[config.mk]
export PLATFORM = sky130hd
export DESIGN_NAME = mdc_top
export DESIGN_NICKNAME = d
export VERILOG_FILES = /design/src/logic/mdc_pkg.sv /design/src/logic/mdc_div_step.sv /design/src/logic/mdc_mul16.sv /design/src/logic/mdc_top.sv
export SDC_FILE = /design/constraint.sdc
export NUM_CORES = 2
export LEC_CHECK = 0
export BUFFER_PORTS_ARGS = -buffer_cell sky130_fd_sc_hd__buf_2
export CORE_UTILIZATION = 50
export DETAILED_ROUTE_END_ITERATION = 10
export PLACE_DENSITY = 0.68
export SYNTH_ARGS = -nofsm -noshare
export SYNTH_HDL_FRONTEND = slang
export SYNTH_SLANG_ARGS = --single-unit
[constraint.sdc]
create_clock -name clk -period 9 [get_ports clk]
set_input_delay 0.9 -clock clk [delete_from_list [all_inputs] [get_ports clk]]
set_output_delay 0.9 -clock clk [all_outputs]
set_load 0.005 [all_outputs]
[src/logic/mdc_pkg.sv]
// shared constants for the multiply/divide coprocessor
package mdc_pkg;
    localparam int          MODE_W       = 7;
    localparam int          OP_W         = 4;
    localparam int          OUT_LSB      = 4;
    localparam logic [3:0]  OP_INIT2     = 4'h2;
    localparam logic [3:0]  OP_READ      = 4'h3;
    localparam logic [3:0]  OP_MULU      = 4'h4;
    localparam logic [3:0]  OP_MULS      = 4'h5;
    localparam logic [3:0]  OP_DIVU      = 4'h8;
    localparam logic [3:0]  OP_DIVS      = 4'h9;
    localparam logic [2:0]  OUT_R0_LO    = 3'h0;
    localparam logic [2:0]  OUT_R0_HI    = 3'h1;
    localparam logic [2:0]  OUT_R1_LO    = 3'h2;
    localparam logic [2:0]  OUT_R1_HI    = 3'h3;
    localparam logic [6:0]  MODE_RST     = 7'h00;
    localparam logic [31:0] RES_RST      = 32'h0000_0000;
    localparam logic [3:0]  FLAGS_RST    = 4'h0;
    localparam int          DIV_STEPS    = 32;
    localparam int          DIV_RADIX_B  = 2;
    localparam int          DIV_MIN_CYC  = 17;
    localparam int          DIV_MAX_CYC  = 20;
    localparam int          DIV_ITER     = DIV_STEPS / DIV_RADIX_B;
    localparam logic [4:0]  DIV_ITER_CNT = 5'(DIV_ITER);
endpackage : mdc_pkg

[src/logic/mdc_div_step.sv]
// two restoring-division steps per cycle on magnitudes
`timescale 1ns/1ps
module mdc_div_step (
    // partial state in
    input  wire logic [31:0] rem_in,
    input  wire logic [31:0] quo_in,
    input  wire logic [31:0] dsr,
    // partial state out
    output logic      [31:0] rem_out,
    output logic      [31:0] quo_out
);
    function automatic logic [64:0] step(input logic [31:0] r, input logic [31:0] q,
                                         input logic [31:0] d);
        logic [32:0] t;
        logic [32:0] s;
        t = {r, q[31]};
        s = t - {1'b0, d};
        if (!s[32])
            step = {1'b0, s[31:0], q[30:0], 1'b1};
        else
            step = {1'b0, t[31:0], q[30:0], 1'b0};
    endfunction : step
    wire logic [64:0] s1 = step(rem_in, quo_in, dsr);
    wire logic [64:0] s2 = step(s1[63:32], s1[31:0], dsr);
    assign rem_out = s2[63:32];
    assign quo_out = s2[31:0];
endmodule : mdc_div_step

[src/logic/mdc_mul16.sv]
// single-cycle 16x16 multiplier, signed or unsigned
`timescale 1ns/1ps
module mdc_mul16 (
    // operands
    input  wire logic [15:0] a,
    input  wire logic [15:0] b,
    input  wire logic        is_signed,
    // product
    output logic      [31:0] p
);
    wire logic [16:0] a_x = {is_signed & a[15], a};
    wire logic [16:0] b_x = {is_signed & b[15], b};
    wire logic signed [33:0] prod = $signed(a_x) * $signed(b_x);
    assign p = prod[31:0];
endmodule : mdc_mul16

[src/logic/mdc_top.sv]
// multiply/divide coprocessor datapath facing the host core
// How it works
// - product of two 16-bit operands fills result zero
// - 0x04 unsigned, 0x05 signed multiply, low half
// - one transfer carries operands, starts, returns result
// - multiply returns flags all cleared
// - 0x14/0x15 return product high half
// - result zero holds until overwritten
// - 0x13 reads result zero high half
// - immediate form uses immediate as second operand
// - 32/32 division gives quotient and remainder
// - mode 0x02 load fills result zero halves
// - 0x08 unsigned, 0x09 signed divide, low half
// - divisor transfer starts divide, quotient/remainder stored
// - divisor transfer returns quotient low and flags
// - 0x23 reads remainder low half
// - 0x33 reads remainder high half
// - 7-bit mode: output select and operation
// - divide done in 17..20 cycles, no checks
// - multiply finishes in one cycle
`timescale 1ns/1ps
module mdc_top (
    // clock and reset
    input  wire logic        clk,
    input  wire logic        rstn,
    // mode write
    input  wire logic        mode_wr,
    input  wire logic [6:0]  mode_in,
    // operand transfer
    input  wire logic        xfer_req,
    input  wire logic        xfer_load,
    input  wire logic        xfer_imm,
    input  wire logic [31:0] opnd_first,
    input  wire logic [31:0] opnd_second,
    input  wire logic [15:0] short_immediate,
    // answer
    output logic             xfer_busy,
    output logic             xfer_done,
    output logic      [15:0] xfer_data,
    output logic      [3:0]  carry_overflow_zero_negative_flags,
    // state
    output logic      [6:0]  mode_word,
    output logic      [31:0] result_reg_zero,
    output logic      [31:0] result_reg_one
);
    typedef enum logic [1:0] {
        MDC_IDLE = 2'b01,
        MDC_DIV  = 2'b10
    } mdc_state_t;

    mdc_state_t  state_r, state_nxt;
    logic [6:0]  mode_r;
    logic [31:0] result_reg_zero_r, result_reg_one_r;
    logic [31:0] rem_r, quo_r, dsr_r;
    logic        neg_q_r, neg_r_r;
    logic [4:0]  cnt_r;
    logic        busy_r, done_r;
    logic [15:0] data_r;
    logic [3:0]  flg_r;

    function automatic logic [31:0] mag(input logic [31:0] v, input logic sgn);
        mag = (sgn && v[31]) ? 32'(-v) : v;
    endfunction : mag

    function automatic logic [15:0] pick(input logic [2:0] sel, input logic [31:0] r0,
                                         input logic [31:0] r1);
        case (sel)
            mdc_pkg::OUT_R0_HI: pick = r0[31:16];
            mdc_pkg::OUT_R1_LO: pick = r1[15:0];
            mdc_pkg::OUT_R1_HI: pick = r1[31:16];
            default:            pick = r0[15:0];
        endcase
    endfunction : pick

    // mode field decode
    wire logic [3:0]  op_sel   = mode_r[mdc_pkg::OP_W-1:0];
    wire logic [2:0]  out_sel  = mode_r[mdc_pkg::MODE_W-1:mdc_pkg::OUT_LSB];
    wire logic        idle     = (state_r == MDC_IDLE);
    wire logic        take     = xfer_req && idle;
    wire logic        is_mul   = (op_sel == mdc_pkg::OP_MULU) || (op_sel == mdc_pkg::OP_MULS);
    wire logic        is_div   = (op_sel == mdc_pkg::OP_DIVU) || (op_sel == mdc_pkg::OP_DIVS);
    wire logic        sgn_mul  = (op_sel == mdc_pkg::OP_MULS);
    wire logic        sgn_div  = (op_sel == mdc_pkg::OP_DIVS);
    wire logic        do_init2 = take && xfer_load && (op_sel == mdc_pkg::OP_INIT2);
    wire logic        do_mul   = take && !xfer_load && is_mul;
    wire logic        do_div   = take && !xfer_load && is_div;
    wire logic        do_read  = take && !do_init2 && !do_mul && !do_div;
    // second operand from register or short immediate
    wire logic [31:0] opnd2    = xfer_imm ? {16'h0000, short_immediate} : opnd_second;
    wire logic [31:0] product;

    mdc_mul16 u_mul (
        .a         (opnd_first[15:0]),
        .b         (opnd2[15:0]),
        .is_signed (sgn_mul),
        .p         (product)
    );

    wire logic [31:0] step_rem, step_quo;
    mdc_div_step u_div (
        .rem_in  (rem_r),
        .quo_in  (quo_r),
        .dsr     (dsr_r),
        .rem_out (step_rem),
        .quo_out (step_quo)
    );

    wire logic        div_last  = (state_r == MDC_DIV) && (cnt_r == 5'h01);
    wire logic [31:0] quo_fix   = neg_q_r ? 32'(-step_quo) : step_quo;
    wire logic [31:0] rem_fix   = neg_r_r ? 32'(-step_rem) : step_rem;
    wire logic [31:0] result_reg_zero_mul  = product;
    wire logic [31:0] result_reg_zero_ini  = {opnd_first[15:0], opnd2[15:0]};
    wire logic [31:0] result_reg_zero_next = do_mul   ? result_reg_zero_mul :
                                  do_init2 ? result_reg_zero_ini :
                                  div_last ? quo_fix  : result_reg_zero_r;
    wire logic [31:0] result_reg_one_next = div_last ? rem_fix : result_reg_one_r;

    always_comb
    begin
        state_nxt = state_r;
        case (state_r)
            MDC_IDLE: if (do_div) state_nxt = MDC_DIV;
            MDC_DIV:  if (div_last) state_nxt = MDC_IDLE;
            default:  state_nxt = MDC_IDLE;
        endcase
    end

    always_ff @(posedge clk)
    begin
        if (!rstn)
        begin
            state_r <= MDC_IDLE;
            mode_r  <= mdc_pkg::MODE_RST;
            result_reg_zero_r  <= mdc_pkg::RES_RST;
            result_reg_one_r  <= mdc_pkg::RES_RST;
        end
        else
        begin
            state_r <= state_nxt;
            if (mode_wr && idle)
                mode_r <= mode_in;
            result_reg_zero_r <= result_reg_zero_next;
            result_reg_one_r <= result_reg_one_next;
        end
    end

    // divider working registers, dividend taken from result zero
    always_ff @(posedge clk)
    begin
        if (!rstn)
        begin
            rem_r   <= mdc_pkg::RES_RST;
            quo_r   <= mdc_pkg::RES_RST;
            dsr_r   <= mdc_pkg::RES_RST;
            neg_q_r <= 1'b0;
            neg_r_r <= 1'b0;
            cnt_r   <= 5'h00;
        end
        else if (do_div)
        begin
            rem_r   <= mdc_pkg::RES_RST;
            quo_r   <= mag(result_reg_zero_r, sgn_div);
            dsr_r   <= mag(opnd2, sgn_div);
            neg_q_r <= sgn_div && (result_reg_zero_r[31] ^ opnd2[31]);
            neg_r_r <= sgn_div && result_reg_zero_r[31];
            cnt_r   <= mdc_pkg::DIV_ITER_CNT;
        end
        else if (state_r == MDC_DIV)
        begin
            rem_r <= step_rem;
            quo_r <= step_quo;
            cnt_r <= 5'(cnt_r - 5'h01);
        end
    end

    // answer path: data, flags, busy and done
    wire logic [15:0] mul_out  = out_sel[0] ? product[31:16] : product[15:0];
    wire logic [15:0] data_nxt = do_mul   ? mul_out       :
                                 div_last ? quo_fix[15:0] :
                                 pick(out_sel, result_reg_zero_next, result_reg_one_next);
    wire logic        done_nxt = do_mul || do_read || do_init2 || div_last;
    wire logic        busy_nxt = do_div || ((state_r == MDC_DIV) && !div_last);

    always_ff @(posedge clk)
    begin
        if (!rstn)
        begin
            busy_r <= 1'b0;
            done_r <= 1'b0;
            data_r <= 16'h0000;
            flg_r  <= mdc_pkg::FLAGS_RST;
        end
        else
        begin
            busy_r <= busy_nxt;
            done_r <= done_nxt;
            if (done_nxt)
                data_r <= data_nxt;
            if (done_nxt)
                flg_r <= mdc_pkg::FLAGS_RST;
        end
    end

    assign xfer_busy = busy_r;
    assign xfer_done = done_r;
    assign xfer_data = data_r;
    assign carry_overflow_zero_negative_flags = flg_r;
    assign mode_word       = mode_r;
    assign result_reg_zero = result_reg_zero_r;
    assign result_reg_one  = result_reg_one_r;

    // checks
    AST_MUL_ONE: assert property (@(posedge clk) disable iff (!rstn)
        do_mul |=> xfer_done && result_reg_zero == $past(product))
        else $error("multiply not done in one cycle");
    AST_MUL_LO: assert property (@(posedge clk) disable iff (!rstn)
        do_mul && !out_sel[0] |=> xfer_data == result_reg_zero[15:0])
        else $error("multiply low half wrong");
    AST_MUL_HI: assert property (@(posedge clk) disable iff (!rstn)
        do_mul && out_sel[0] |=> xfer_data == result_reg_zero[31:16])
        else $error("multiply high half wrong");
    AST_FLAGS: assert property (@(posedge clk) disable iff (!rstn)
        do_mul |=> carry_overflow_zero_negative_flags == 4'h0)
        else $error("flags not cleared");
    AST_INIT2: assert property (@(posedge clk) disable iff (!rstn)
        do_init2 |=> result_reg_zero == {$past(opnd_first[15:0]), $past(opnd2[15:0])})
        else $error("initialize load wrong");
    AST_DIV_TIME: assert property (@(posedge clk) disable iff (!rstn)
        do_div |=> xfer_busy ##[16:19] xfer_done)
        else $error("division time out of range");
    AST_BUSY: assert property (@(posedge clk) disable iff (!rstn)
        xfer_busy |-> !xfer_done)
        else $error("done during busy");
    AST_DIV_OUT: assert property (@(posedge clk) disable iff (!rstn)
        div_last |=> xfer_data == result_reg_zero[15:0])
        else $error("quotient low half not returned");
    AST_HOLD: assert property (@(posedge clk) disable iff (!rstn)
        idle && !xfer_req |=> $stable(result_reg_zero))
        else $error("result zero changed without operation");
    AST_READ: assert property (@(posedge clk) disable iff (!rstn)
        do_read && out_sel == mdc_pkg::OUT_R1_HI |=> xfer_data == result_reg_one[31:16])
        else $error("remainder high read wrong");

    // read paths
    AST_READ_R0HI: assert property (@(posedge clk) disable iff (!rstn)
        do_read && out_sel == mdc_pkg::OUT_R0_HI |=> xfer_data == result_reg_zero[31:16])
        else $error("result zero high read wrong");

    AST_READ_R1LO: assert property (@(posedge clk) disable iff (!rstn)
        do_read && out_sel == mdc_pkg::OUT_R1_LO |=> xfer_data == result_reg_one[15:0])
        else $error("remainder low read wrong");

    AST_READ_KEEP: assert property (@(posedge clk) disable iff (!rstn)
        do_read |=> $stable(result_reg_zero) && $stable(result_reg_one))
        else $error("read changed a result");

    AST_READ_DONE: assert property (@(posedge clk) disable iff (!rstn)
        do_read |=> xfer_done && !xfer_busy)
        else $error("read not answered in one cycle");

    // multiply products
    AST_MUL_UNS: assert property (@(posedge clk) disable iff (!rstn)
        do_mul && !sgn_mul |=>
        result_reg_zero == $past(opnd_first[15:0]) * $past(opnd2[15:0]))
        else $error("unsigned product wrong");

    AST_MUL_SGN: assert property (@(posedge clk) disable iff (!rstn)
        do_mul && sgn_mul |=> $signed(result_reg_zero) ==
        $signed($past(opnd_first[15:0])) * $signed($past(opnd2[15:0])))
        else $error("signed product wrong");

    AST_MUL_IMM: assert property (@(posedge clk) disable iff (!rstn)
        do_mul && xfer_imm && !sgn_mul |=>
        result_reg_zero == $past(opnd_first[15:0]) * $past(short_immediate))
        else $error("immediate operand not used");

    // initialize load
    AST_INIT_DONE: assert property (@(posedge clk) disable iff (!rstn)
        do_init2 |=> xfer_done && !xfer_busy)
        else $error("initialize load not answered");

    // division
    AST_DIV_DVD: assert property (@(posedge clk) disable iff (!rstn)
        do_div |=> quo_r == mag($past(result_reg_zero), $past(sgn_div)))
        else $error("dividend not taken from result zero");

    AST_DIV_START: assert property (@(posedge clk) disable iff (!rstn)
        do_div |=> xfer_busy && !xfer_done)
        else $error("division did not start");

    AST_DIV_RUN: assert property (@(posedge clk) disable iff (!rstn)
        (state_r == MDC_DIV) && !div_last |=> xfer_busy)
        else $error("busy dropped during division");

    AST_DIV_END: assert property (@(posedge clk) disable iff (!rstn)
        div_last |=> !xfer_busy && xfer_done)
        else $error("division end handshake wrong");

    AST_DIV_RESULT_REG_ZERO: assert property (@(posedge clk) disable iff (!rstn)
        div_last |=> result_reg_zero == $past(quo_fix))
        else $error("quotient not stored");

    AST_DIV_RESULT_REG_ONE: assert property (@(posedge clk) disable iff (!rstn)
        div_last |=> result_reg_one == $past(rem_fix))
        else $error("remainder not stored");

    AST_DIV_FLAGS: assert property (@(posedge clk) disable iff (!rstn)
        div_last |=> carry_overflow_zero_negative_flags == 4'h0)
        else $error("division flags not returned");

    // mode word and holding
    AST_MODE_WR: assert property (@(posedge clk) disable iff (!rstn)
        mode_wr && idle |=> mode_word == $past(mode_in))
        else $error("mode word not written");

    AST_MODE_HOLD: assert property (@(posedge clk) disable iff (!rstn)
        !idle |=> mode_word == $past(mode_word))
        else $error("mode word changed while busy");

    AST_RESULT_REG_ONE_HOLD: assert property (@(posedge clk) disable iff (!rstn)
        !div_last |=> $stable(result_reg_one))
        else $error("result one changed without division");

    AST_IDLE_QUIET: assert property (@(posedge clk) disable iff (!rstn)
        idle && !xfer_req |=> !xfer_busy && !xfer_done)
        else $error("answer without request");
endmodule : mdc_top

==> metrics.txt <==
# diodes 0; Hold Path End dsr_r[6]$_SDFFE_PN0P_; Max H-tree Level 4; most frequent cells in the layout nand2_1, inv_1, fa_1; power per cell area between 300 and 400 mW/mm²; vias in the first global route 23481; final setup vio count 0; post-route ant nets 0; crit path time final 8570 ps; first-pass GRT wire length about 140000 µm; Die Ht 232 µm; total via count after detailed routing 24846; Final Wtd Congestion around 0.96; period utilization 95.2%; vias per cell 5.98; DRT Wirelength 88000 µm; Reg clk slew, reported paths around 90 ps; GRT Resource Usage Total between 30% and 40%; initial antenna violation count 3; Yosys top cell area share 21.4%; post-synthesis sequential area ratio about 15%; max_slew headroom 20.1%; clock power share 8.3%; status completed; r2r setup slk 430 ps; Worst VDD drop 0.000641 V; Ys Warns 0; Hold Path Stages 2; worst setup margin around 430 ps; sequential group share of total power 9.5%; top cell type by total area after synthesis fa_1; TritonCTS clock tree built; drt pass-1 iters 6; multi-input gate area in the final layout 0.0206 mm²; die width 232 µm; synth top area cells fa_1, dfxtp_1, ha_1; Pleak 12.5 nW; CTS buffer count 17; initial core utilization 50.5%; Site Rows 84; Mapped Area around 0.027 mm²; cell count after synthesis 3393; Area growth syn-to-layout 7.88%; commonest non-fill, non-tap cell in the layout nand2_1; syn avg cell area about 7.8 µm²; Die ar. about 0.054 mm²; post-layout util 54.5%; Post-synth ARST share 0%; crit end category register; Clock Latency Late Sink approximately 480 ps; Initial DRC Count 2534; Psw 0.00556 W; Hold Path Origin dsr_r[6]$_SDFFE_PN0P_; RSZ-0062 raised after global routing no; Total Nets Final 3985; largest net degree at the start of global routing 93; Crit path largest cell delay 470 ps; Fmax 117 MHz; CP Max Fanout 30; grt ovf 0; slowest stage cell, crit path fa_1; internal power 0.00424 W; Post-synth EDFFs 0; Hold Path Class reg2reg; clock sink count 194; FF-to-FF Start quo_r[31]$_SDFFE_PN0P_; Worst Path Required roughly 9400 ps; worst-margin pin slew roughly 1200 ps; Switching Fraction 56.7%; I/O pin cnt 186; clock tree buffer depth 2; Main synth FF type dfxtp_1; Clk Tree Root Cell clkbuf_16; core area between 0.05 and 0.06 mm²; CP startpoint kind register; Slew Viols, Final 0; placed cells 4125; Final HPWL DP 69000 µm; flops & latches, synth roughly 190; WP data arrival 8940 ps; Hold Worst Slack 453 ps; Logic pwr share about 80%; dpl ws 26.4 ps; Register Area approximately 0.004 mm²; Fillers ~5200; Avg WL per Cell 21.2 µm; worst r2r dst xfer_data[8]$_SDFFE_PN0P_; non-filler cells, final 4157; Setup TNS 0 ps; DRC 0; layout cell share with drive strength beyond 1 9.95%; cells on worst reg2reg path 35; clock skew 16.4 ps; Max Cap Viol 0; Final Hold Fails 0; synth unique cells 90; PortBufs 165; critical path class reg2reg
## synth_stat cells, types with 9 or more instances
cell	n
a31oi_1	15
or2_2	23
xor2_1	87
buf_1	26
or3_1	21
or4_1	9
o31ai_1	28
nand2b_1	34
and3_1	25
o41ai_1	9
nand3_1	48
nand2_1	455
dfxtp_1	194
nand4_1	11
clkbuf_1	145
mux2_2	21
a21oi_1	255
a22oi_1	43
o221ai_1	11
buf_2	11
nor2b_1	66
nor2_1	261
fa_1	284
mux2i_1	40
a221oi_1	13
ha_1	152
nor3_1	45
o21a_1	20
o211ai_1	24
xnor2_1	113
nor4_1	18
a21o_1	44
o21ai_0	132
a211oi_1	65
and2_1	110
o21ai_1	16
inv_1	367
## critical path, delay by kind of cell, from the launching register on
family	cells	cell delay (ps)
flip-flops	1	340
XOR/XNOR	1	170
AO/OA/AOI/OAI	17	4230
buffers and inverters	4	590
AND/OR/NAND/NOR	9	1740
adder cells (fa/ha/maj)	4	1350
## kinds of logic (layout without fill, tap and decap cells)
| logic type | count (synthesis) | after routing | share of synthesized area [%] |
|---|---|---|---|
| adder cells (fa/ha/maj) | 436 | 436 | 28.6 |
| flip-flops | 194 | 194 | 14.6 |
| other | 1 | 4 | 0.0141 |
| AND/OR/NAND/NOR | 1158 | 1158 | 20.4 |
| buffers and inverters | 556 | 629 | 8.03 |
| AO/OA/AOI/OAI | 787 | 787 | 19.3 |
| multiplexers | 61 | 61 | 2.40 |
| XOR/XNOR | 200 | 200 | 6.60 |
## timing repair
action                     CTS  global route
setup endpoints to repair    0             4
gates resized for setup      0             2
hold buffers                 0             0
buffers inserted             0             0
## worst max path at each step
stage | end | slack (ps) | startpoint
floorplan | xfer_data[14]$_SDFFE_PN0P_ | 50 | xfer_imm
global placement | xfer_data[14]$_SDFFE_PN0P_ | 80 | xfer_imm
detailed placement | xfer_data[14]$_SDFFE_PN0P_ | 30 | xfer_imm
CTS | xfer_data[14]$_SDFFE_PN0P_ | 500 | xfer_imm
global route | xfer_data[11]$_SDFFE_PN0P_ | 20 | mode_word[1]$_SDFFE_PN0P_
finish | xfer_data[8]$_SDFFE_PN0P_ | 430 | quo_r[31]$_SDFFE_PN0P_
## per-stage QoR
| step | area [µm²] | total power, W |
|---|---|---|
| finish | 28700 | 0.00981 |
| global route | 28700 | 0.0106 |
| CTS | 28600 | 0.00965 |
| detailed placement | 28000 | 0.00879 |
| global placement | 28000 | 0.00878 |
| floorplan | 26600 | 0.00640 |
## routing by layer
| metal | vias to the layer above | wire length, µm | track usage (%) |
|---|---|---|---|
| met1 | 11957 | 37600 | 45.7 |
| met2 | 1147 | 38900 | 50.8 |
| met3 | 214 | 7380 | 5.38 |
| met4 | 6 | 4040 | 14.2 |
| li1 | 11522 | - | - |
| met5 | - | 42 | 0 |
## flip-flops by register name, summed over array words and instances, names as in the netlist, 2 cells and up
name,cells
dsr_r,32
quo_r,32
rem_r,32
result_reg_one,32
result_reg_zero,32
xfer_data,16
mode_word,7
cnt_r,5
state_r,2
## final cells by class
cell class,count,area share (%)
clock inverters,14,0.563
well taps,688,3.00
flip-flops and latches,194,13.6
clock buffers,18,1.53
repair buffers,229,4.60
multi-input cells,2646,71.9
inverters,368,4.84
## power by group through the flow
stage	combinational, W	clock (W)	sequential, W
final	0.00807	0.000810	0.000932
after global placement	0.00783	0	0.000951
after global routing	0.00877	0.000843	0.000934
after floorplan	0.00547	0	0.000930
after detailed placement	0.00784	0	0.000950
after CTS	0.00791	0.000805	0.000930
(Power assumes the default switching activity.)
